$ cat config.mk
export PLATFORM = sky130hd
export DESIGN_NAME = adrs_status
export DESIGN_NICKNAME = d
export VERILOG_FILES = /design/src/adrs_axis_flags.v /design/src/adrs_status.v
export VERILOG_INCLUDE_DIRS = /design/src
export SDC_FILE = /design/constraint.sdc
export NUM_CORES = 1
export LEC_CHECK = 0
export BUFFER_PORTS_ARGS = -buffer_cell sky130_fd_sc_hd__buf_4
export CAP_MARGIN = 20
export CORE_ASPECT_RATIO = 1.2
export CORE_MARGIN = 2
export CORE_UTILIZATION = 48
export CTS_CLUSTER_DIAMETER = 150
export DETAILED_ROUTE_END_ITERATION = 8
export PLACE_DENSITY = 0.83
export SLEW_MARGIN = 25
export SYNTH_ARGS = -nofsm -noshare
export SYNTH_HDL_FRONTEND = slang
export SYNTH_SLANG_ARGS = --single-unit
$ cat constraint.sdc
create_clock -name clk -period 2.63 [get_ports clk]
set_input_delay 0.1315 -clock clk [delete_from_list [all_inputs] [get_ports clk]]
set_output_delay 0.1315 -clock clk [all_outputs]
set_load 0.02 [all_outputs]
$ cat src/adrs_defs.vh
`ifndef ADRS_DEFS_VH
`define ADRS_DEFS_VH
// Register offset of the status view
`define ADRS_STATUS_ADDR   7'h00
`define ADRS_ADDR_W        7
// FIFO output mode value that selects the data-ready view
`define ADRS_FMODE_OFF     2'h0
// Field positions of the data-ready view
`define ADRS_BIT_XDR       0
`define ADRS_BIT_YDR       1
`define ADRS_BIT_ZDR       2
`define ADRS_BIT_ZYXDR     3
`define ADRS_BIT_XOW       4
`define ADRS_BIT_YOW       5
`define ADRS_BIT_ZOW       6
`define ADRS_BIT_ZYXOW     7
// Reset value of the status register
`define ADRS_STATUS_RESET  8'h00
`endif

$ cat src/adrs_axis_flags.v
`timescale 1ns/100ps
`default_nettype none
module adrs_axis_flags (
  input  wire clk,
  input  wire rstn,
  input  wire ce,
  input  wire acq_done,
  input  wire msb_read,
  output reg  ready,
  output reg  overwrite
);
  // Set wins over a clear in the same cycle so no sample event is lost
  always @(posedge clk or negedge rstn) begin
    if (!rstn) begin
      ready     <= 1'b0;
      overwrite <= 1'b0;
    end else if (ce) begin
      if (acq_done)
        ready <= 1'b1;
      else if (msb_read)
        ready <= 1'b0;
      // Overwrite only when the previous value was still unread
      if (acq_done && ready && !msb_read)
        overwrite <= 1'b1;
      else if (msb_read)
        overwrite <= 1'b0;
    end
  end
endmodule // adrs_axis_flags
`default_nettype wire

$ cat src/adrs_status.v
`timescale 1ns/100ps
`include "adrs_defs.vh"
`default_nettype none
module adrs_status (
  input  wire       clk,
  input  wire       rstn,
  input  wire       ce,
  input  wire [2:0] axis_enable,
  input  wire [2:0] acq_done,
  input  wire [2:0] msb_read,
  input  wire [1:0] fifo_mode,
  input  wire [7:0] fifo_status,
  input  wire       rd_en,
  input  wire [6:0] rd_addr,
  output reg  [7:0] rd_data,
  output wire       rd_hit,
  output wire [7:0] status
);
  wire [2:0] axis_ready;
  wire [2:0] axis_ow;
  wire [2:0] set_ev;
  reg        all_ready;
  reg        all_ow;
  reg  [2:0] pend_read;
  reg  [2:0] next_pend_read;
  wire [2:0] ov_ev;
  wire       set_done;
  wire       read_done;

  // Disabled axes cannot set flags; their high-byte reads still clear them
  assign set_ev = acq_done & axis_enable;

  // One flag pair per axis, x at index 0
  genvar i;
  generate
    for (i = 0; i < 3; i = i + 1) begin : g_axis
      adrs_axis_flags u_flags (
        .clk       (clk),
        .rstn      (rstn),
        .ce        (ce),
        .acq_done  (set_ev[i]),
        .msb_read  (msb_read[i]),
        .ready     (axis_ready[i]),
        .overwrite (axis_ow[i])
      );
    end
  endgenerate

  // Unread replacement on any axis
  assign ov_ev = set_ev & axis_ready & ~msb_read;

  // Combined clear waits until every enabled high byte was read
  always @* begin
    next_pend_read = pend_read & ~msb_read;
    if (|set_ev)
      next_pend_read = axis_enable;
  end
  assign set_done  = |set_ev;
  assign read_done = (|pend_read) && ((pend_read & ~msb_read) == 3'h0);

  // Combined flags; a fresh sample wins over the final read
  always @(posedge clk or negedge rstn) begin
    if (!rstn) begin
      all_ready <= 1'b0;
      all_ow    <= 1'b0;
      pend_read <= 3'h0;
    end else if (ce) begin
      pend_read <= next_pend_read;
      if (set_done)
        all_ready <= 1'b1;
      else if (read_done)
        all_ready <= 1'b0;
      if (|ov_ev)
        all_ow <= 1'b1;
      else if (read_done)
        all_ow <= 1'b0;
    end
  end

  // Bit order of the data-ready view
  assign status = {all_ow, axis_ow[2], axis_ow[1], axis_ow[0],
                   all_ready, axis_ready[2], axis_ready[1], axis_ready[0]};

  assign rd_hit = rd_en && (rd_addr == `ADRS_STATUS_ADDR);

  // Registered read data; mode picks which view answers
  always @(posedge clk or negedge rstn) begin
    if (!rstn) begin
      rd_data <= `ADRS_STATUS_RESET;
    end else if (ce && rd_en) begin
      if (rd_addr != `ADRS_STATUS_ADDR)
        rd_data <= 8'h00;
      else if (fifo_mode == `ADRS_FMODE_OFF)
        rd_data <= status;
      else
        rd_data <= fifo_status;
    end
  end
endmodule // adrs_status
`default_nettype wire

# [Word level (Yosys, flattened, before mapping)]
# Cells that the tools add are included.
[word_totals] output_inout_bits=17 ff_bits=19 in_bits=30
[classes] n_reduce_logical=35 n_mux=15 bitwise_logic=5
[op_table] op="$mux 8" n=2
[op_table] op="$reduce_and 2->1" n=8
[op_table] op="$reduce_bool 2->1" n=8
[op_table] op="$and 3x3->3" n=4
[op_table] op="$mux 1" n=12
[op_table] op="$logic_and 1x1->1" n=9
[op_table] op="$reduce_or 3->1" n=3
[op_table] op="$logic_not 7->1" n=1
[op_table] op="$reduce_bool 7->1" n=1
[op_table] op="$logic_not 1->1" n=3
[op_table] op="$logic_not 3->1" n=1
[op_table] op="$mux 3" n=1
[op_table] op="$not 3->3" n=1
[op_table] op="$logic_not 2->1" n=1

# [Longest topological paths before layout]
[logic_depth] depth_word=6 mapped_depth=4

# [By module]
# A second synthesis with hierarchy kept.
[hier_totals] hier_cells=88 hier_area_um2=912.1
[by_module_without_submodules] module="adrs_status" area_each_um2=690.7 cells_each=70 n_inst=1
[by_module_without_submodules] module="adrs_axis_flags" area_each_um2=73.8 cells_each=6 n_inst=3

# [Worst setup path before layout]
# OpenSTA, ideal clock, no wires.
[synth_timing] path_kind="register -> register" from="register pend_read[0]" to="register all_ow" setup_ns=0.129 required_time_ns=2.501 arrival_time_ns=1.134 path_buffers=0 stages_incl_launch_ff=4 path_slack_ns=1.367 path_cell_list="dfrtp_1 > a221oi_2 > nand3_1 > a2111o_1"
[synth_via] elab_chain_cells=5 elab_cells_between_ends=6 classes_between="1 x bitwise; 5 x reduce/logical"
[synth_lines] item="start: declaration" line="adrs_status.v:24" source="reg [2:0] pend_read;"
[synth_lines] item="start signal: assignment" line="adrs_status.v:68" source="pend_read <= next_pend_read;"
[synth_lines] item="$and 3x3->3" line="adrs_status.v:59" source="assign read_done = (|pend_read) && ((pend_read & ~msb_read) == 3'h0);"
[synth_lines] item="$logic_not 3->1" line="adrs_status.v:59"
[synth_lines] item="$logic_and 1x1->1 (*)" line="adrs_status.v:59"
[synth_lines] item="$reduce_bool 2->1 (no source line) (*)"
[synth_lines] item="$reduce_and 2->1 (no source line) (*)"
[synth_lines] item="end signal: assignment" line="adrs_status.v:65" source="all_ow <= 1'b0;"
[synth_lines] item="end signal: assignment" line="adrs_status.v:74" source="all_ow <= 1'b1;"
[synth_lines] item="end signal: assignment" line="adrs_status.v:76" source="all_ow <= 1'b0;"
[synth_lines] item="end: declaration" line="adrs_status.v:23" source="reg all_ow;"
# Every way passes the cells marked *; elsewhere a longest branch is shown, timed or not.
# A chain may end at the register's enable or synchronous reset.

# [Worst setup path after layout]
# Ends and elaborated chain as after synthesis.

==> results.md <==
* Worst setup path end: all_ow
* Clock power share at between 20% and 30%
* Yosys cell types at 26
* Switching Share at 28.93%
* Worst Path Required at 2810 ps
* WL/cell at between 10 and 15 um
* R2R setup slack at around 1300 ps
* Sequential Power Share at 52.9%
* Layout overhead on the synthesized area at 35.97%
* Final setup margin at around 1300 ps
* Die width at approximately 45 um
* Status: completed
* Initial antenna violation count at 0
* Grt ovf at 0
* Max-cap viol count at 0
* RSZ-0062 raised after global routing: no
* CORE AREA at 1851 um2
* Max-slew violations at 0
* CTS sink count at 19
* Worst-case reg-to-reg path depth at 3
* Period utilisation layout at around 50%
* Worst slew margin at roughly two thirds
* Design area at 1291 um2
* Clock H-tree levels at 1
* Critical path arrival at 1520 ps
* Post-layout min period at 1343 ps
* DP Area at 1254 um2
* DRT Wirelength at 2233 um
* Routed vias at 846
* Cell Int Power at about 450 uW
* Share of cells above drive strength 1 at between 30 and 40%
* I/O Buffers at 46
* Tightest Pin Transition at 527.3 ps
* Critical Path Max Stage Delay at 420 ps
* Die area at 2352 um2
* Nets at around 170
* WP buf/inv at 0
* Synth Register Bits at 19
* Row count at 17
* Seq/Total Area, Yosys at 50.07%
* Syn_nets at around 130
* CTS root buf: clkbuf_4
* Critical Path Stages at 3
* GR Util All Layers at roughly 22%
* DR vias/cell at 5.423
* Drt drc at 0
* Final GP Congestion at ~0.80
* Peak VDD IR at 0.0003613 V
* DR iter-0 viols at 13
* Boundary Pins at 47
* Later-pin clock latency in the skew report at about 300 ps
* Worst-path maximum fanout at 3
* Endpoints failing setup at 0
* Fill cell count at 143
* Post_cts resized at 0
* Pre-CTS WS at 1320 ps
* Worst Setup End Kind: flip-flop
* Clk_skew at 13.02 ps
* Die height at between 50 and 60 um
* Post-synth design cell area at between 900 and 1000 um2
* Largest net degree at the start of global routing at 20
* Final ANT Viol Nets at 0
* Worst Hold Class: in -> reg
* Commonest non-fill, non-tap cell in the layout: buf_4
* Clock-pin slew on the worst setup and hold paths at 110 ps
* DRT Pass-1 Iters at 4
* P_leak at 0.0006660 uW
* Kind of cell adding the most delay to the critical path: compound AO/OA/AOI/OAI gates
* Most frequent cells in the layout: buf_4 (46), nand2_1 (19), dfrtp_1 (19), o21ai_0 (11), mux2i_1 (8)
* CTS tree: yes
* Initial Util at roughly 51%
* Vias in the first global route at 859
* Combinational power share at 24.0%
* Final hold vios at 0
* Startpoint type of the worst setup path: flip-flop
* Sw Pwr at 184.1 uW
* FF-to-FF End: all_ow
* Worst R2R Start: pend_read[0]
* Ant. Diodes at 0
* Global-route wire length before repair at 3760 um
* Ys Warns at 0
* Crit path kind: reg -> reg
* Slowest cell on the critical path: dfrtp_1
* Longest Clk Path Bufs at 2
* Cts bufs inserted at 3
* Fmax at 744.3 MHz
* Setup TNS at 0 ps
* Syn Area/Cell at ~10 um2
* Critical path launch point: pend_read[0]
* Pwr/cell area at 492.6 nW/um2
* Syn Inst Count at 95
* Crit-path cells: a221oi_2, nand3_1, a2111o_1
## stage by stage
| step | total power, uW | instances | util (%) | hold slack (ps) |
|---|---|---|---|---|
| floorplan | 433.6 | 95 | - | -164.1 |
| global placement | 489.1 | 151 | 67.75 | 13.71 |
| detailed placement | 495.4 | 151 | 67.75 | 19.53 |
| CTS | 642.7 | 156 | 69.78 | 76.49 |
| global route | 669.9 | 156 | 69.78 | 84.32 |
| finish | 636.1 | 156 | 69.78 | 77.42 |
## worst min path at each step
stage	start	end	slack, ps	cells after the start
after floorplan	rstn	all_ow	-160	0
after global placement	rstn	rd_data[3]	10	1
after detailed placement	rstn	rd_data[3]	20	1
after CTS	axis_enable[0]	pend_read[0]	80	3
after global routing	axis_enable[0]	pend_read[0]	80	3
final	axis_enable[0]	pend_read[0]	80	3
## synth_stat cells, drive strengths merged
master / instances / area (um2)
nor3: 1 / 5.000
and4b: 1 / 10.01
nor3b: 2 / 15.01
nor4: 1 / 6.260
mux2i: 8 / 80.08
a32o: 1 / 10.01
a2111o: 1 / 11.26
and2: 1 / 6.260
buf: 9 / 65.06
inv: 3 / 11.26
nand3: 3 / 15.01
o211ai: 1 / 7.510
nand2: 19 / 71.32
nand2b: 1 / 6.260
dfrtp: 19 / 475.5
nand4: 1 / 6.260
a221oi: 1 / 15.01
nor2: 3 / 13.77
o21a: 2 / 15.01
a21boi: 1 / 7.510
a22o: 3 / 26.28
a21o: 2 / 15.01
o21ai: 11 / 55.05
## cell families after synthesis
group	Yosys count	synth area share (%)
compound gates	23	17.13
simple gates	33	16.34
buf+inv	12	8.037
flops	19	50.07
mux	8	8.432
## power by group through the flow
| stage | sequential, uW | clock, uW | combinational [uW] |
|---|---|---|---|
| 2_1_floorplan | 336 | 0 | 97.5 |
| 3_3_place_gp | 340 | 0 | 149 |
| 3_5_place_dp | 342 | 0 | 153 |
| 4_1_cts | 336 | 152 | 155 |
| 5_1_grt | 340 | 164 | 167 |
| 6_report | 336 | 147 | 153 |
## registers in the layout, indices dropped and copies added, names as in the netlist
register,flops
rd_data,8
g_axis.u_flags.overwrite,3
g_axis.u_flags.ready,3
all_ow,1
all_ready,1
pend_read,3
## repair_timing
item                                   CTS  global route
hold buffers                             1             0
buffers inserted                         0             0
setup endpoints to repair                0             0
endpoints found under the hold margin   19             0
## area by class of cell
| cell class | instances | area (um2) | share of cell area (%) |
|---|---|---|---|
| flip-flops and latches | 19 | 475.5 | 36.82 |
| repair buffers | 47 | 355.3 | 27.52 |
| multi-input cells | 64 | 397.9 | 30.81 |
| inverters | 3 | 11.26 | 0.8721 |
| clock buffers | 3 | 22.52 | 1.744 |
| well taps | 19 | 23.77 | 1.841 |
| clock inverters | 1 | 5.005 | 0.3876 |
## worst register-to-register path, stage by stage, from the launching register on
cell	delay, ps
dfrtp_1	420
a221oi_2	270
nand3_1	120
a2111o_1	410
## layer usage
metal  global-route usage [%]  share of wire [%]  vias to the layer above
met2                    39.37                 51                       33
met5                        0                  0                        -
met4                    6.061               0.90                        0
li1                         -                  -                      420
met1                    26.89                 41                      389
met3                    2.759                6.9                        4
No activity file was read; power rests on OpenSTA's default activity.
